==> src/verilog/earth_fault_consts.svh <==
// Constants for the residual overcurrent stage: register offsets, field positions,
// reset values and timing counts. Assumes a 40 MHz clock and a 5 ms sample strobe.
`ifndef EARTH_FAULT_CONSTS_SVH
`define EARTH_FAULT_CONSTS_SVH
// Register byte offsets.
`define OFS_CONTROL 8'h00
`define OFS_THRESHOLD 8'h04
`define OFS_BUS_THRESHOLD 8'h08
`define OFS_STATUS 8'h0C
`define OFS_RATIO 8'h10
`define OFS_ANGLE 8'h14
`define OFS_EXPECTED 8'h18
`define OFS_REMAINING 8'h1C
`define OFS_CNT_START 8'h20
`define OFS_CNT_TRIP 8'h24
`define OFS_CNT_BLOCK 8'h28
`define OFS_CNT_CLEAR 8'h2C
// Control field positions.
`define CTL_SRC_LSB 0
`define CTL_MAG_LSB 2
`define CTL_MODE_LSB 4
`define CTL_FORCE_LSB 7
`define CTL_PERMIT_BIT 9
`define CTL_MODE_EN_BIT 10
`define CTL_FORCE_EN_BIT 11
// Reset values: threshold in steps of 0.0001 nominal, 1.20 nominal.
`define THRESHOLD_RESET 24'h00_2EE0
`define CONTROL_RESET 12'h000
// Release ratio in percent and ratio scale of 0.01.
`define RELEASE_PCT 8'h61
`define RATIO_SCALE 8'h64
// Timing: sample period in ms and remaining-time cap in 5 ms ticks (1800 s).
`define SAMPLE_MS 5
`define MAX_TIME_TICKS 20'h5_7E40
`endif

==> src/verilog/earth_fault_pkg.sv <==
// Types for the residual overcurrent stage.
// Assumes the constants header is included by users of these types.
package earth_fault_pkg;
  // Residual source choice.
  typedef enum logic [1:0] {SRC_COARSE = 2'h0, SRC_SENSITIVE = 2'h1, SRC_DERIVED = 2'h2} src_t;
  // Magnitude kind for measured inputs.
  typedef enum logic [1:0] {MAG_FUND = 2'h0, MAG_TRUE = 2'h1, MAG_PEAK = 2'h2} mag_t;
  // Operating mode, shared by setting and report.
  typedef enum logic [2:0] {
    MODE_ON = 3'h0, MODE_BLOCKED = 3'h1, MODE_TEST = 3'h2, MODE_TEST_BLOCKED = 3'h3,
    MODE_OFF = 3'h4
  } mode_t;
  // Reported condition.
  typedef enum logic [1:0] {COND_NORMAL = 2'h0, COND_START = 2'h1, COND_TRIP = 2'h2,
    COND_BLOCKED = 2'h3} cond_t;
  // Stage state, Gray coded along idle, start, trip.
  typedef enum logic [1:0] {ST_IDLE = 2'h0, ST_START = 2'h1, ST_TRIP = 2'h3,
    ST_BLOCKED = 2'h2} state_t;
  // All residual magnitudes, steps of 0.0001 nominal.
  typedef struct packed {
    logic [23:0] coarse_fund;
    logic [23:0] coarse_true;
    logic [23:0] coarse_peak;
    logic [23:0] sens_fund;
    logic [23:0] sens_true;
    logic [23:0] sens_peak;
    logic [23:0] derived;
  } meas_t;
  // One-cycle event pulses.
  typedef struct packed {
    logic start_on;
    logic start_off;
    logic trip_on;
    logic trip_off;
    logic block_on;
    logic block_off;
  } events_t;
endpackage : earth_fault_pkg

==> src/verilog/earth_fault_stage.sv <==
// Residual overcurrent stage: source selection, pick-up with release band,
// blocking, modes, forcing, timing report, events and counters.
// Assumes a front end delivering all magnitudes with a 5 ms sample strobe,
// and an external delay curve supplying the operating time in 5 ms ticks.
//
// Implementation choices: the address map and the plain strobed port.
`timescale 1ns/1ps
`include "earth_fault_consts.svh"

module earth_fault_stage (
  input wire logic clk_in,
  input wire logic rst_n_in,
  input wire logic [7:0] addr_in,
  input wire logic [31:0] wdata_in,
  input wire logic wr_in,
  input wire logic rd_in,
  input wire logic sample_in,
  input wire earth_fault_pkg::meas_t meas_in,
  input wire logic signed [15:0] angle_in,
  input wire logic [1:0] phase_in,
  input wire logic forward_in,
  input wire logic [19:0] op_time_in,
  input wire logic block_in,
  output logic [31:0] rdata_out,
  output logic start_out,
  output logic trip_out,
  output logic blocked_out,
  output earth_fault_pkg::cond_t cond_out,
  output earth_fault_pkg::events_t events_out
);

  ////////////////////////////////////////////////////////////////////////////
  // Settings.

  logic [11:0] control; // Static settings word.
  logic [23:0] threshold; // Pick-up threshold, one value for all phases.
  earth_fault_pkg::src_t src;
  earth_fault_pkg::mag_t mag;
  earth_fault_pkg::mode_t mode_set;
  earth_fault_pkg::cond_t force_set;
  logic permit;
  logic mode_en;
  logic force_en;

  assign src = earth_fault_pkg::src_t'(control[`CTL_SRC_LSB +: 2]);
  assign mag = earth_fault_pkg::mag_t'(control[`CTL_MAG_LSB +: 2]);
  assign mode_set = earth_fault_pkg::mode_t'(control[`CTL_MODE_LSB +: 3]);
  assign force_set = earth_fault_pkg::cond_t'(control[`CTL_FORCE_LSB +: 2]);
  assign permit = control[`CTL_PERMIT_BIT];
  assign mode_en = control[`CTL_MODE_EN_BIT];
  assign force_en = control[`CTL_FORCE_EN_BIT];

  // Control register: reset gives coarse source, fundamental, mode on, no forcing.
  always_ff @(posedge clk_in) begin
    if (!rst_n_in) begin
      control <= `CONTROL_RESET;
    end else if (wr_in && addr_in == `OFS_CONTROL) begin
      control <= wdata_in[11:0];
    end
  end

  // Threshold takes effect at the next sample; the stage keeps running.
  always_ff @(posedge clk_in) begin
    if (!rst_n_in) begin
      threshold <= `THRESHOLD_RESET;
    end else if (wr_in && addr_in == `OFS_THRESHOLD) begin
      threshold <= wdata_in[23:0];
    end else if (wr_in && addr_in == `OFS_BUS_THRESHOLD && permit) begin
      threshold <= wdata_in[23:0];
    end
  end

  ////////////////////////////////////////////////////////////////////////////
  // Effective mode and selected magnitude.

  earth_fault_pkg::mode_t mode_eff;
  logic [23:0] level; // Selected magnitude.
  logic over; // Above threshold.
  logic under; // Below release level.

  // The mode setting only counts when individual mode setting is enabled.
  always_comb begin
    mode_eff = mode_en ? mode_set : earth_fault_pkg::MODE_ON;
  end

  // Pick one source; the magnitude kind applies to measured inputs only.
  always_comb begin
    level = meas_in.coarse_fund;
    if (src == earth_fault_pkg::SRC_DERIVED) begin
      level = meas_in.derived;
    end else if (src == earth_fault_pkg::SRC_SENSITIVE) begin
      level = (mag == earth_fault_pkg::MAG_PEAK) ? meas_in.sens_peak :
              (mag == earth_fault_pkg::MAG_TRUE) ? meas_in.sens_true : meas_in.sens_fund;
    end else begin
      // True RMS arrives already summed over 32 harmonics.
      level = (mag == earth_fault_pkg::MAG_PEAK) ? meas_in.coarse_peak :
              (mag == earth_fault_pkg::MAG_TRUE) ? meas_in.coarse_true : meas_in.coarse_fund;
    end
  end

  // Release compares 100 x level against 97 x threshold, avoiding a division.
  always_comb begin
    over = level > threshold;
    under = (32'(level) * 32'(`RATIO_SCALE)) < (32'(threshold) * 32'(`RELEASE_PCT));
  end

  ////////////////////////////////////////////////////////////////////////////
  // Stage state machine, stepped once per 5 ms sample.

  earth_fault_pkg::state_t state;
  earth_fault_pkg::state_t next_state;
  logic [19:0] remaining; // Ticks of 5 ms left before trip.
  logic [19:0] op_clamped;
  logic inactive;

  assign op_clamped = (op_time_in > `MAX_TIME_TICKS) ? `MAX_TIME_TICKS : op_time_in;
  assign inactive = mode_eff == earth_fault_pkg::MODE_OFF;

  // Block is looked at only on the sample strobe, which starts each cycle.
  always_comb begin
    next_state = state;
    case (state)
      earth_fault_pkg::ST_IDLE: begin
        if (over) begin
          next_state = block_in ? earth_fault_pkg::ST_BLOCKED : earth_fault_pkg::ST_START;
        end
      end
      earth_fault_pkg::ST_START: begin
        if (block_in) begin
          next_state = earth_fault_pkg::ST_BLOCKED;
        end else if (under) begin
          next_state = earth_fault_pkg::ST_IDLE;
        end else if (remaining <= 20'h0_0001) begin
          next_state = earth_fault_pkg::ST_TRIP;
        end
      end
      earth_fault_pkg::ST_TRIP: begin
        if (under) begin
          next_state = earth_fault_pkg::ST_IDLE;
        end
      end
      default: begin
        // Blocked: no further processing until the current falls away or the block drops.
        if (under || !block_in) begin
          next_state = earth_fault_pkg::ST_IDLE;
        end
      end
    endcase
  end

  // State advances on every new sample only; mode off holds it idle at once.
  always_ff @(posedge clk_in) begin
    if (!rst_n_in || inactive) begin
      state <= earth_fault_pkg::ST_IDLE;
    end else if (sample_in) begin
      state <= next_state;
    end
  end

  ////////////////////////////////////////////////////////////////////////////
  // Timing report.

  logic [19:0] expected; // Expected operating time, 5 ms ticks.

  // Expected time follows the curve on every sample so inverse time tracks the current.
  always_ff @(posedge clk_in) begin
    if (!rst_n_in) begin
      expected <= 20'h0_0000;
    end else if (sample_in) begin
      expected <= op_clamped;
    end
  end

  // Remaining time loads at start and counts down one tick per sample.
  always_ff @(posedge clk_in) begin
    if (!rst_n_in) begin
      remaining <= 20'h0_0000;
    end else if (sample_in) begin
      if (state == earth_fault_pkg::ST_IDLE && next_state == earth_fault_pkg::ST_START) begin
        remaining <= op_clamped;
      end else if (state == earth_fault_pkg::ST_START &&
                   next_state == earth_fault_pkg::ST_START) begin
        remaining <= remaining - 20'h0_0001;
      end else if (next_state != earth_fault_pkg::ST_START) begin
        remaining <= 20'h0_0000;
      end
    end
  end

  ////////////////////////////////////////////////////////////////////////////
  // Ratio of level to threshold in steps of 0.01, by a serial divider.
  // A divider of 32 cycles is far cheaper than a wide one and 5 ms is plenty.

  logic [31:0] quot;
  logic [31:0] rem;
  logic [5:0] div_cnt;
  logic [15:0] ratio; // Published ratio.
  logic [32:0] trial;

  assign trial = {rem, quot[31]} - {9'h000, threshold};

  always_ff @(posedge clk_in) begin
    if (!rst_n_in) begin
      quot <= 32'h0000_0000;
      rem <= 32'h0000_0000;
      div_cnt <= 6'h00;
    end else if (sample_in) begin
      quot <= 32'(level) * 32'(`RATIO_SCALE);
      rem <= 32'h0000_0000;
      div_cnt <= 6'h20;
    end else if (div_cnt != 6'h00) begin
      if (!trial[32]) begin
        rem <= trial[31:0];
        quot <= {quot[30:0], 1'b1};
      end else begin
        rem <= {rem[30:0], quot[31]};
        quot <= {quot[30:0], 1'b0};
      end
      div_cnt <= div_cnt - 6'h01;
    end
  end

  // Publish on completion; a zero threshold saturates. In the last step quot still
  // carries one dividend bit on top, so the overflow test looks at bits 30 to 15.
  always_ff @(posedge clk_in) begin
    if (!rst_n_in) begin
      ratio <= 16'h0000;
    end else if (div_cnt == 6'h01) begin
      ratio <= (threshold == 24'h00_0000 || |quot[30:15]) ?
               16'hFFFF : {quot[14:0], !trial[32]};
    end
  end

  ////////////////////////////////////////////////////////////////////////////
  // Angle latched on every sample; fault type latched when a fault is picked up.

  logic signed [15:0] angle; // Steps of 0.01 degree.
  logic [2:0] fault_type; // 0 none, 1..6 phase and direction.

  always_ff @(posedge clk_in) begin
    if (!rst_n_in) begin
      angle <= 16'sh0000;
    end else if (sample_in) begin
      angle <= angle_in;
    end
  end

  always_ff @(posedge clk_in) begin
    if (!rst_n_in) begin
      fault_type <= 3'h0;
    end else if (sample_in && state == earth_fault_pkg::ST_IDLE &&
                 next_state == earth_fault_pkg::ST_START) begin
      case ({phase_in, forward_in})
        3'b000: fault_type <= 3'h1; // A reverse.
        3'b011: fault_type <= 3'h2; // B forward.
        3'b100: fault_type <= 3'h3; // C reverse.
        3'b001: fault_type <= 3'h4; // A forward.
        3'b010: fault_type <= 3'h5; // B reverse.
        default: fault_type <= 3'h6; // C forward.
      endcase
    end
  end

  ////////////////////////////////////////////////////////////////////////////
  // Reported condition, outputs and events.

  earth_fault_pkg::cond_t cond_raw;
  earth_fault_pkg::cond_t cond_rep;
  logic test_mode;

  assign test_mode = mode_eff == earth_fault_pkg::MODE_TEST ||
                     mode_eff == earth_fault_pkg::MODE_TEST_BLOCKED;

  // Blocked modes override; forcing overrides everything when enabled.
  always_comb begin
    case (state)
      earth_fault_pkg::ST_START: cond_raw = earth_fault_pkg::COND_START;
      earth_fault_pkg::ST_TRIP: cond_raw = earth_fault_pkg::COND_TRIP;
      earth_fault_pkg::ST_BLOCKED: cond_raw = earth_fault_pkg::COND_BLOCKED;
      default: cond_raw = earth_fault_pkg::COND_NORMAL;
    endcase
    if (mode_eff == earth_fault_pkg::MODE_BLOCKED ||
        mode_eff == earth_fault_pkg::MODE_TEST_BLOCKED) begin
      cond_raw = earth_fault_pkg::COND_BLOCKED;
    end
    cond_rep = force_en ? force_set : cond_raw;
  end

  // Test modes report the condition but keep the start and trip outputs quiet.
  always_ff @(posedge clk_in) begin
    if (!rst_n_in) begin
      cond_out <= earth_fault_pkg::COND_NORMAL;
      start_out <= 1'b0;
      trip_out <= 1'b0;
      blocked_out <= 1'b0;
    end else begin
      cond_out <= cond_rep;
      start_out <= !test_mode && cond_rep == earth_fault_pkg::COND_START;
      trip_out <= !test_mode && cond_rep == earth_fault_pkg::COND_TRIP;
      blocked_out <= cond_rep == earth_fault_pkg::COND_BLOCKED;
    end
  end

  // Events are edges of the reported condition, one cycle wide.
  always_ff @(posedge clk_in) begin
    if (!rst_n_in) begin
      events_out <= '0;
    end else begin
      events_out.start_on <= cond_rep == earth_fault_pkg::COND_START &&
                             cond_out != earth_fault_pkg::COND_START;
      events_out.start_off <= cond_rep != earth_fault_pkg::COND_START &&
                              cond_out == earth_fault_pkg::COND_START;
      events_out.trip_on <= cond_rep == earth_fault_pkg::COND_TRIP &&
                            cond_out != earth_fault_pkg::COND_TRIP;
      events_out.trip_off <= cond_rep != earth_fault_pkg::COND_TRIP &&
                             cond_out == earth_fault_pkg::COND_TRIP;
      events_out.block_on <= cond_rep == earth_fault_pkg::COND_BLOCKED &&
                             cond_out != earth_fault_pkg::COND_BLOCKED;
      events_out.block_off <= cond_rep != earth_fault_pkg::COND_BLOCKED &&
                              cond_out == earth_fault_pkg::COND_BLOCKED;
    end
  end

  ////////////////////////////////////////////////////////////////////////////
  // Cumulative counters; an event in the clearing cycle still counts.

  logic [15:0] counts [3];
  logic [2:0] count_hit;
  logic [2:0] count_clr;

  assign count_hit = {events_out.block_on, events_out.trip_on, events_out.start_on};
  assign count_clr = (wr_in && addr_in == `OFS_CNT_CLEAR) ? wdata_in[2:0] : 3'h0;

  for (genvar i = 0; i < 3; i++) begin : g_count
    always_ff @(posedge clk_in) begin
      if (!rst_n_in) begin
        counts[i] <= 16'h0000;
      end else if (count_clr[i]) begin
        counts[i] <= {15'h0000, count_hit[i]};
      end else if (count_hit[i] && counts[i] != 16'hFFFF) begin
        counts[i] <= counts[i] + 16'h0001;
      end
    end
  end

  ////////////////////////////////////////////////////////////////////////////
  // Read port: data stand the cycle after the strobe; unmapped reads zero.

  always_ff @(posedge clk_in) begin
    if (!rst_n_in || !rd_in) begin
      rdata_out <= 32'h0000_0000;
    end else if (addr_in == `OFS_CONTROL) begin
      rdata_out <= {20'h0_0000, control};
    end else if (addr_in == `OFS_THRESHOLD || addr_in == `OFS_BUS_THRESHOLD) begin
      rdata_out <= {8'h00, threshold};
    end else if (addr_in == `OFS_STATUS) begin
      rdata_out <= {24'h00_0000, fault_type, mode_eff, cond_rep};
    end else if (addr_in == `OFS_RATIO) begin
      rdata_out <= {16'h0000, ratio};
    end else if (addr_in == `OFS_ANGLE) begin
      rdata_out <= {{16{angle[15]}}, angle};
    end else if (addr_in == `OFS_EXPECTED) begin
      rdata_out <= {12'h000, expected};
    end else if (addr_in == `OFS_REMAINING) begin
      rdata_out <= {12'h000, remaining};
    end else if (addr_in == `OFS_CNT_START) begin
      rdata_out <= {16'h0000, counts[0]};
    end else if (addr_in == `OFS_CNT_TRIP) begin
      rdata_out <= {16'h0000, counts[1]};
    end else if (addr_in == `OFS_CNT_BLOCK) begin
      rdata_out <= {16'h0000, counts[2]};
    end else begin
      rdata_out <= 32'h0000_0000;
    end
  end

endmodule : earth_fault_stage

==> config.mk <==
export PLATFORM = sky130hd
export DESIGN_NAME = earth_fault_stage
export DESIGN_NICKNAME = d
export VERILOG_FILES = /design/src/verilog/earth_fault_pkg.sv /design/src/verilog/earth_fault_stage.sv
export VERILOG_INCLUDE_DIRS = /design/src /design/src/verilog
export SDC_FILE = /design/constraint.sdc
export NUM_CORES = 1
export LEC_CHECK = 0
export BUFFER_PORTS_ARGS = -buffer_cell sky130_fd_sc_hd__buf_4
export CORE_AREA = 2 2 246 297
export CTS_BUF_LIST = sky130_fd_sc_hd__clkbuf_4
export CTS_CLUSTER_DIAMETER = 150
export DETAILED_ROUTE_END_ITERATION = 8
export DIE_AREA = 0 0 248 299
export GPL_TIMING_DRIVEN = 0
export PLACE_DENSITY = 0.45
export RECOVER_POWER = 50
export SETUP_SLACK_MARGIN = 0.1
export SYNTH_ARGS = -nofsm -noshare
export SYNTH_HDL_FRONTEND = slang
export SYNTH_SLANG_ARGS = --single-unit
==> constraint.sdc <==
create_clock -name clk_in -period 11 [get_ports clk_in]
set_input_delay 0 -clock clk_in [delete_from_list [all_inputs] [get_ports clk_in]]
set_output_delay 0 -clock clk_in [all_outputs]
set_load 0.02 [all_outputs]
==> results of run 1 <==
through the flow:
stage               setup WS (ps)  util [%]
floorplan                    3230         -
global placement              723      34.3
detailed placement            762      34.3
CTS                           496      37.9
global route                  233      37.7
finish                        911      37.7
cells in the mapped netlist, types with 8 or more instances:
library cell and n:
mux2i_1 25, a211oi_1 24, nand2b_1 20, clkbuf_1 105
a22oi_1 25, nor3_1 37, o21ai_0 93, fa_1 36
xnor2_1 72, or3_1 11, a311oi_1 14, inv_1 217
o22ai_1 38, o21a_1 27, a222oi_1 15, nor2_1 312
a221oi_1 15, dfxtp_1 219, o211ai_1 15, o31ai_1 8
a21oi_1 225, mux4_2 24, o221a_2 16, xor2_1 57
nand4_1 24, buf_1 11, edfxtp_1 48, o21bai_1 9
a21o_1 36, a31oi_1 22, nand2_1 267, nor2b_1 13
ha_1 278, a22o_1 29, nor4_1 19, nand3_1 57
and3_1 25
where the power goes:
part | internal [mW] | switching [mW] | total [mW]
clock | 0.534 | 0.480 | 1.01
combinational | 0.717 | 1.10 | 1.81
sequential | 1.10 | 0.107 | 1.21
layout make-up:
| cell class | count | area (µm²) | share of cell area [%] |
|---|---|---|---|
| clock inverter | 17 | 143 | 0.529 |
| sequential | 267 | 5830 | 21.6 |
| multi-input combinational | 1972 | 14100 | 52.2 |
| timing repair buffer | 439 | 3540 | 13.1 |
| buffer | 128 | 515 | 1.91 |
| inverter | 217 | 815 | 3.02 |
| clock buffer | 117 | 878 | 3.26 |
| antenna | 2 | 5.00 | 0.0186 |
| tap | 935 | 1170 | 4.34 |
repair_timing:
action,4_1_cts,5_1_grt
endpoints found under the hold margin,134,0
setup endpoints to repair,0,14
gates resized for setup,0,6
hold buffers,154,0
registers in the layout, summed over array words and instances, names as in the netlist:
| name | flops |
|---|---|
| threshold | 24 |
| expected | 20 |
| blocked_out | 1 |
| start_out | 1 |
| remaining | 20 |
| ratio | 16 |
| events_out | 6 |
| quot | 32 |
| rdata_out | 25 |
| fault_type | 3 |
| trip_out | 1 |
| angle | 16 |
| counts | 48 |
| state | 2 |
| control | 12 |
| rem | 32 |
| cond_out | 2 |
| div_cnt | 6 |
kinds of logic (layout without fill, tap and decap cells):
| family | after synthesis | count (layout) |
|---|---|---|
| compound gates | 669 | 669 |
| simple gates | 811 | 811 |
| buf+inv | 345 | 918 |
| fa+ha+maj | 314 | 314 |
| other cells | 0 | 2 |
| xor+xnor | 129 | 129 |
| flops | 267 | 267 |
| mux | 49 | 49 |
layer usage:
metal | GRT usage (%) | vias to the layer above | routed length (µm)
li1 | - | 10289 | -
met4 | 11.0 | 0 | 4290
met3 | 2.65 | 174 | 3770
met1 | 27.4 | 10289 | 35400
met5 | 0 | - | 0
met2 | 41.8 | 668 | 44200
worst max-delay path by stage:
stage	start	endpoint	slack, ps	cells past startpoint
after floorplan	control[2]	remaining[19]	3230	32
after global placement	control[2]	remaining[19]	720	31
after detailed placement	control[2]	remaining[19]	760	31
after CTS	control[2]	fault_type[2]	500	31
after global routing	control[2]	fault_type[0]	230	32
final	control[2]	fault_type[0]	910	32
worst reg2reg max path: cells and delay by family (launching register included):
| family | cells | cell delay, ps |
|---|---|---|
| AO/OA/AOI/OAI | 13 | 2960 |
| AND/OR/NAND/NOR | 6 | 1940 |
| adder cells (fa/ha/maj) | 5 | 1740 |
| buffers and inverters | 5 | 1450 |
| multiplexers | 2 | 830 |
| flip-flops | 1 | 570 |
| XOR/XNOR | 1 | 420 |
==> results.py, run 1 <==
metrics = {
    "sta": {
        "grt_setup_unrepaired": "false",
        "clock_skew_ps": 76.0,
        "final_min_period_over_clock_period_pct": 91.7,
        "finalHoldViolations": 0,
        "period_needed_ps": 10090,
        "holdWs_ps": 73.9,
        "worst_slew_pin_slew_ps": 1750,
        "fmaxAchievable_mhz": 99.1,
        "totalNegativeSetupSlack_ps": 0,
        "slew_viol_final": 8,
        "finalSetupViolations": 0,
        "worst_slew_margin_rel_pct": -18.3,
    },
    "power_and_ir_drop": {
        "worst_case_vdd_ir_drop_v": 0.000172,
        "leakage_power_summed_over_all_cells_nw": 11.7,
        "power.total_mw": 4.04,
        "power-per-cell-area_mw_per_mm2": 150,
    },
    "clocking": {
        "cts_buffers": 79,
        "ctsLongestPathBuffers": 3,
        "clkTransAtPathRegs_ps": 60,
        "ctsHtreeMaxLevel": 3,
        "numClockSinks": 267,
        "cts_root_buffer": "clkbuf_4",
        "postCtsSetupRepairBufs": 0,
        "tritoncts": "built",
        "worstSkewPairLatency_ps": 820,
    },
    "placement": {
        "dp_hpwl_um": 71300,
        "finalWeightedCongestion": 0.947,
        "placement.cell_area_mm2": 0.0245,
        "io_buf_count": 284,
        "dpl.cell_count": 3804,
    },
    "yosys": {
        "post_synthesis_net_count": 3151,
        "ys_top_cells_by_area": "dfxtp_1 21%, ha_1 16%, edfxtp_1 6.8%, nor2_1 5.5%, a21oi_1 5.3%",
        "synth_seq_area_share_pct": 27.4,
        "dominant_combinational_cell_family_by_area_after_synthesis": "compound AO/OA/AOI/OAI gates",
        "synth.area.mux_share_pct": 3.73,
        "synth-xor-area-share_pct": 5.32,
        "synth_simple_gate_area_share_pct": 16.7,
        "synthCells": 2584,
        "cell_area_after_synthesis_mm2": 0.0212,
        "synth_fa_ha_area_share_pct": 19.8,
        "postSynth.topFlopCell": "dfxtp_1",
        "synth_edf_count": 48,
        "synth-seq-cells": 267,
        "synthesis.yosys.warnings": 0,
        "synth_compound_area_share_pct": 20.8,
        "synth.top_cell.area_share_pct": 20.7,
        "asyncSetResetFlopFracSynth_pct": 0,
        "post_synth.cell_area_avg_um2": 8.21,
        "ys_types": 69,
        "post-synth-top-area-cell": "dfxtp_1",
    },
    "finish": {
        "finish.instance_area_mm2": 0.0270,
        "finalNetCount": 3671,
        "layout_common_cells": "312 x nor2_1, 278 x ha_1, 267 x nand2_1",
        "layout-drive-gt1-share_pct": 13.9,
        "most_common_library_cell_in_the_layout_ignoring_fill_and_taps": "nor2_1",
        "fillerInstances": 7464,
        "finalNonFillerCells": 4094,
        "syn_to_final_growth_pct": 27.0,
    },
    "detailed_routing": {
        "drt_drc_violations_left": 0,
        "route.detailed.vias_per_inst": 5.23,
        "drt_pre_antenna_iters": 6,
        "violation_count_after_the_first_detailed_routing_iteration": 1635,
        "route.antenna.remaining_nets": 0,
        "route.vias.total": 21420,
        "detail_route.wl_per_cell_um": 21.4,
        "total_wirelength_um": 87700,
    },
    "global_routing": {
        "grt_use_total_pct": 23.3,
        "globalRoute.totalOverflow": 0,
        "grt_pass1_vias": 21554,
        "wire_length_of_the_first_global_routing_pass_um": 130000,
        "grt_antenna_before_repair": 2,
        "grt_max_degree": 17,
    },
    "setup_path": {
        "worst-setup-path-type": "reg2reg",
        "reg2regPathDepth": 32,
        "worst_setup_path_start_kind": "register",
        "crit-reg2reg-capture": "fault_type[0]",
        "crit_top_cell": "ha_1",
        "r2r-start": "control[2]",
        "worstPathBufferInverterCount": 5,
        "critical_path.top_delay_family": "compound AO/OA/AOI/OAI gates",
        "critPathMaxStageDelay_ps": 690,
        "data_arrival_time_of_the_worst_path_ps": 10740,
        "cp.required_ps": 11650,
        "kind_of_end_point_of_the_critical_path": "register",
        "worst-path-max-fanout": 10,
        "crit_slowest_cell": "nor4_1",
        "worst-r2r-setup-slack_ps": 910,
    },
    "worst_hold_path": {
        "holdCritPathClass": "in2reg",
        "whs_endpoint": "quot[2]",
        "hp-start": "meas_in[96]",
        "min_path_cells": 7,
    },
    "floorplan": {
        "dieArea_mm2": 0.0742,
        "initial_utilization_pct": 29.7,
        "die_w_um": 248,
        "placement_rows": 108,
        "ios": 296,
        "core-area_mm2": 0.0715,
        "floorplan.die.height_um": 299,
    },
    "outcome": {
        "violations": "max-capacitance violations, max-slew violations",
        "status": "finished with violations",
    },
    "run": {
        "max-cap-violations": 1,
    },
}
(Power assumes the default switching activity.)
==> run 2: changes to the inputs <==
- CORE_AREA: 2 2 246 297 -> 2 2 228 275
- DIE_AREA: 0 0 248 299 -> 0 0 230 277
- PLACE_DENSITY: 0.45 -> 0.51
==> results.py, run 2 (synthesis results as in run 1) <==
metrics = {
    "clocking": {
        "ctsHtreeMaxLevel": 3,
        "ctsLongestPathBuffers": 3,
        "cts_root_buffer": "clkbuf_4",
        "numClockSinks": 267,
        "worstSkewPairLatency_ps": 850,
        "clkTransAtPathRegs_ps": 70,
        "cts_buffers": 79,
        "tritoncts": "built",
        "post_cts_resized": 0,
    },
    "floorplan": {
        "initial_utilization_pct": 34.6,
        "core-area_mm2": 0.0613,
        "ios": 296,
        "die_w_um": 230,
        "dieArea_mm2": 0.0637,
        "floorplan.die.height_um": 277,
        "placement_rows": 100,
    },
    "finish": {
        "seq_area_mm2": 0.00583,
        "regMostFlops": "counts",
        "total_area_of_multi_input_combinational_cells_mm2": 0.0141,
        "fillerInstances": 6232,
        "finalNetCount": 3676,
        "finalNonFillerCells": 3984,
        "finish.instance_area_mm2": 0.0268,
        "largest_register_ff_count": 48,
        "biggest_registers_after_layout": "counts x48, quot x32, rem x32",
        "most_common_library_cell_in_the_layout_ignoring_fill_and_taps": "nor2_1",
        "layout-drive-gt1-share_pct": 13.5,
        "layout_common_cells": "312 x nor2_1, 278 x ha_1, 267 x nand2_1",
        "syn_to_final_growth_pct": 26.5,
        "final_core_util_pct": 43.8,
    },
    "detailed_routing": {
        "wl_met2_um": 43600,
        "total_wirelength_um": 86200,
        "route.vias.total": 21514,
        "met1_length_um": 35100,
        "drt_pre_antenna_iters": 5,
        "detail_route.wl_per_cell_um": 21.6,
        "top_layer_used": "met4",
        "met3RoutedLength_um": 3660,
        "route.antenna.remaining_nets": 0,
        "route.detailed.vias_per_inst": 5.40,
        "drt_drc_violations_left": 0,
        "violation_count_after_the_first_detailed_routing_iteration": 1767,
    },
    "setup_path": {
        "crit_slowest_cell": "nor4_1",
        "crit_top_cell": "ha_1",
        "startpoint": "control[2]",
        "worst-setup-path-type": "reg2reg",
        "critical_path.top_delay_family": "compound AO/OA/AOI/OAI gates",
        "critPathMaxStageDelay_ps": 730,
        "worst_setup_path_start_kind": "register",
        "kind_of_end_point_of_the_critical_path": "register",
        "worst-path-max-fanout": 10,
        "cp.required_ps": 11780,
        "worstPathBufferInverterCount": 5,
        "data_arrival_time_of_the_worst_path_ps": 10890,
        "r2r-start": "control[2]",
    },
    "global_routing": {
        "globalRoute.totalOverflow": 0,
        "grt_use_total_pct": 26.5,
        "grt_max_degree": 17,
        "wire_length_of_the_first_global_routing_pass_um": 129000,
        "grt_antenna_before_repair": 2,
        "grt_pass1_vias": 21432,
    },
    "sta": {
        "clock_skew_ps": 98.2,
        "final_min_period_over_clock_period_pct": 91.9,
        "slew_viol_final": 14,
        "worst_slew_pin_slew_ps": 1650,
        "worst_slew_margin_rel_pct": -11.6,
        "final_critical_path_setup_slack_ps": 889,
        "holdWs_ps": 49.6,
        "totalNegativeSetupSlack_ps": 0,
        "finalSetupViolations": 0,
        "grt_setup_unrepaired": "false",
        "period_needed_ps": 10110,
        "fmaxAchievable_mhz": 98.9,
        "finalHoldViolations": 0,
    },
    "power_and_ir_drop": {
        "leakage_power_summed_over_all_cells_nw": 11.7,
        "power-per-cell-area_mw_per_mm2": 150,
        "worst_case_vdd_ir_drop_v": 0.000210,
        "power.total_mw": 4.02,
    },
    "outcome": {
        "violations": "max-capacitance violations, max-slew violations",
        "status": "finished with violations",
    },
    "worst_hold_path": {
        "hp-start": "op_time_in[13]",
        "holdCritPathClass": "in2reg",
    },
    "placement": {
        "placement.cell_area_mm2": 0.0244,
        "dp_worst_setup_slack_ps": 843,
        "io_buf_count": 284,
        "dp_hpwl_um": 69200,
        "dpl.cell_count": 3684,
        "finalWeightedCongestion": 0.969,
    },
    "run": {
        "max-cap-violations": 2,
    },
}
==> run 2: layout make-up <==
class / instances / area share [%]
repair buffers: 444 / 13.4
well taps: 816 / 3.80
flip-flops and latches: 267 / 21.7
inverters: 217 / 3.03
clock inverters: 32 / 0.750
clock buffers: 107 / 2.99
plain buffers: 128 / 1.91
diodes: 1 / 0.00932
multi-input cells: 1972 / 52.4
==> run 2: path summary, 6_finish.rpt <==
kind | to | slack (ps) | cells after the start
worst max register to register | remaining[19] | 890 | 31
worst min-delay path | expected[13] | 50 | 4
worst max-delay path | remaining[19] | 890 | 31
worst min register to register | quot[31] | 480 | 2
==> run 2: metal layers <==
metal / GRT usage [%] / vias to the layer above
li1: - / 10318
met1: 31.3 / 10316
met2: 47.7 / 703
met3: 2.87 / 177
met4: 12.2 / 0
met5: 0 / -
==> run 2: tightest hold or removal path: cells and delay by family <==
family	cells	cell delay, ps
AND/OR/NAND/NOR	1	100
AO/OA/AOI/OAI	1	70
buffers and inverters	2	680
==> run 2: repair_timing <==
item / in CTS / in global routing
endpoints found under the hold margin: 143 / 0
setup buffers: 0 / 0
hold buffers: 160 / 0
==> run 2: power breakdown <==
part           internal, mW  leakage [nW]  switching [mW]
Combinational         0.717          8.85            1.11
Clock                 0.503         0.587           0.489
Sequential             1.10          2.28           0.106
Total                  2.32          11.7            1.70
==> run 3: changes to the inputs <==
- ABC_AREA: default -> 1
- CORE_AREA: 2 2 228 275 -> 2 2 234 282
- DIE_AREA: 0 0 230 277 -> 0 0 236 284
==> results.py, run 3 <==
metrics = {
    "outcome": {
        "status": "finished clean",
    },
    "yosys": {
        "synth_edf_count": 48,
        "cell_area_after_synthesis_mm2": 0.0224,
        "post_synth.cell_area_avg_um2": 7.14,
        "synthesis.yosys.warnings": 0,
        "synth.top_cell.area_share_pct": 19.6,
        "post_synthesis_net_count": 3699,
        "asyncSetResetFlopFracSynth_pct": 0,
        "synth-seq-cells": 267,
        "post-synth-top-count-cell": "nand2_1",
        "postSynth.topFlopCell": "dfxtp_1",
        "ys_types": 64,
        "synthCells": 3132,
        "synth_seq_area_share_pct": 26.1,
        "post-synth-top-area-cell": "dfxtp_1",
        "netlist_top_cells_count": "569 x nand2_1, 474 x inv_1, 278 x ha_1",
        "ys_top_cells_by_area": "dfxtp_1 20%, ha_1 16%, nand2_1 9.6%, inv_1 8.0%, edfxtp_1 6.4%",
    },
    "setup_path": {
        "crit_slowest_cell": "dlygate4sd3_1",
        "worst_setup_path_start_kind": "register",
        "crit_top_cell": "nand2_1",
        "worst-path-max-fanout": 10,
        "critPathMaxStageDelay_ps": 570,
        "data_arrival_time_of_the_worst_path_ps": 10440,
        "kind_of_end_point_of_the_critical_path": "register",
        "worst-setup-path-type": "reg2reg",
        "cp.required_ps": 11730,
    },
    "clocking": {
        "tritoncts": "built",
        "numClockSinks": 267,
        "ctsLongestPathBuffers": 3,
        "cts_root_buffer": "clkbuf_4",
        "worstSkewPairLatency_ps": 860,
        "clkTransAtPathRegs_ps": 70,
        "postCtsSetupRepairBufs": 0,
        "post_cts_resized": 0,
        "cts_buffers": 77,
        "ctsHtreeMaxLevel": 3,
    },
    "sta": {
        "period_needed_ps": 9710,
        "finalSetupViolations": 0,
        "worst_slew_margin_rel_pct": 5.27,
        "worst_slew_pin_slew_ps": 1410,
        "totalNegativeSetupSlack_ps": 0,
        "slew_viol_final": 0,
        "grt_setup_unrepaired": "false",
        "clock_skew_ps": 86.5,
        "final_min_period_over_clock_period_pct": 88.2,
        "finalHoldViolations": 0,
        "fmaxAchievable_mhz": 103,
    },
    "global_routing": {
        "wire_length_of_the_first_global_routing_pass_um": 130000,
        "globalRoute.totalOverflow": 0,
        "grt_max_degree": 17,
        "grt_antenna_before_repair": 2,
        "grt_use_total_pct": 25.1,
        "grt_pass1_vias": 23210,
    },
    "power_and_ir_drop": {
        "power.total_mw": 4.05,
        "power-per-cell-area_mw_per_mm2": 146,
        "worst_case_vdd_ir_drop_v": 0.0000948,
        "leakage_power_summed_over_all_cells_nw": 13.1,
    },
    "floorplan": {
        "dieArea_mm2": 0.0670,
        "core-area_mm2": 0.0642,
        "die_w_um": 236,
        "floorplan.die.height_um": 284,
        "placement_rows": 102,
        "ios": 296,
        "initial_utilization_pct": 34.8,
    },
    "detailed_routing": {
        "violation_count_after_the_first_detailed_routing_iteration": 1318,
        "detail_route.wl_per_cell_um": 18.8,
        "total_wirelength_um": 85200,
        "route.antenna.remaining_nets": 0,
        "drt_pre_antenna_iters": 6,
        "route.detailed.vias_per_inst": 5.06,
        "drt_drc_violations_left": 0,
        "route.vias.total": 22922,
    },
    "finish": {
        "largest_register_ff_count": 48,
        "syn_to_final_growth_pct": 24.5,
        "layout_common_cells": "569 x nand2_1, 475 x inv_1, 278 x ha_1",
        "regMostFlops": "counts",
        "finalNetCount": 4215,
        "fillerInstances": 6827,
        "biggest_registers_after_layout": "counts x48, quot x32, rem x32",
        "most_common_library_cell_in_the_layout_ignoring_fill_and_taps": "nand2_1",
        "layout-drive-gt1-share_pct": 12.7,
    },
    "placement": {
        "io_buf_count": 286,
        "finalWeightedCongestion": 0.927,
        "dp_hpwl_um": 68300,
    },
    "worst_hold_path": {
        "holdCritPathClass": "in2reg",
    },
    "run": {
        "max-cap-violations": 0,
    },
}
## run 3: per-layer routing
metal  track usage (%)  vias to the layer above  share of wire [%]
met3              3.66                      178                5.5
met5                 0                        -                  0
met2              45.1                      710                 49
met4              11.8                        0                4.6
li1                  -                    11538                  -
met1              29.1                    10496                 41
## run 3: final cells by class
type                            instances  area (µm²)  share of cell area, %
Antenna cell                            1        2.50                0.00899
Timing Repair Buffer                  437        3520                   12.7
Multi-Input combinational cell       2264       14100                   50.8
Clock inverter                         26         174                  0.625
Tap cell                              832        1040                   3.74
Clock buffer                          102         766                   2.75
Sequential cell                       267        5830                   20.9
Buffer                                114         533                   1.91
Inverter                              487        1830                   6.57
## run 3: worst paths after layout
path | start | end | slack (ps) | cells after the start
worst min register to register | angle[6] | angle[6] | 460 | 2
worst min-delay path | wdata_in[6] | control[6] | 70 | 4
worst max register to register | control[3] | fault_type[0] | 1290 | 45
worst max-delay path | control[3] | fault_type[0] | 1290 | 45
## run 3: logic make-up after synthesis
| group | share of synthesized area, % |
|---|---|
| XOR/XNOR | 3.96 |
| adder cells (fa/ha/maj) | 18.8 |
| AO/OA/AOI/OAI | 18.1 |
| buffers and inverters | 10.6 |
| AND/OR/NAND/NOR | 22.5 |
| flip-flops | 26.1 |
## run 3: report_power, final
| group | internal [mW] | switching, mW |
|---|---|---|
| sequential | 1.12 | 0.106 |
| clock | 0.479 | 0.481 |
| combinational | 0.711 | 1.16 |
| total | 2.31 | 1.74 |
## run 3: repair_timing
item	4_1_cts	5_1_grt
endpoints found under the setup margin	0	0
hold buffers	151	0
hold endpoints to repair	159	0
## run 3: through the flow
step                      setup WS [ps]  util (%)  instance area [µm²]  hold slack, ps  std cells
after floorplan                    4320         -                22400             110       3132
after CTS                          1390      43.6                28000            1.82       4529
after detailed placement           2400      39.8                25500             208       4250
final                              1290      43.4                27800            69.6       4530
after global placement             2380      39.8                25500             204       4250
after global routing                479      43.4                27800            64.1       4530
## run 3: critical path: cells and delay by family, from the launching register on
kind	cells	cell delay, ps
simple gates	17	2330
compound gates	13	2470
fa+ha+maj	5	1700
flops	1	430
buf+inv	10	2640
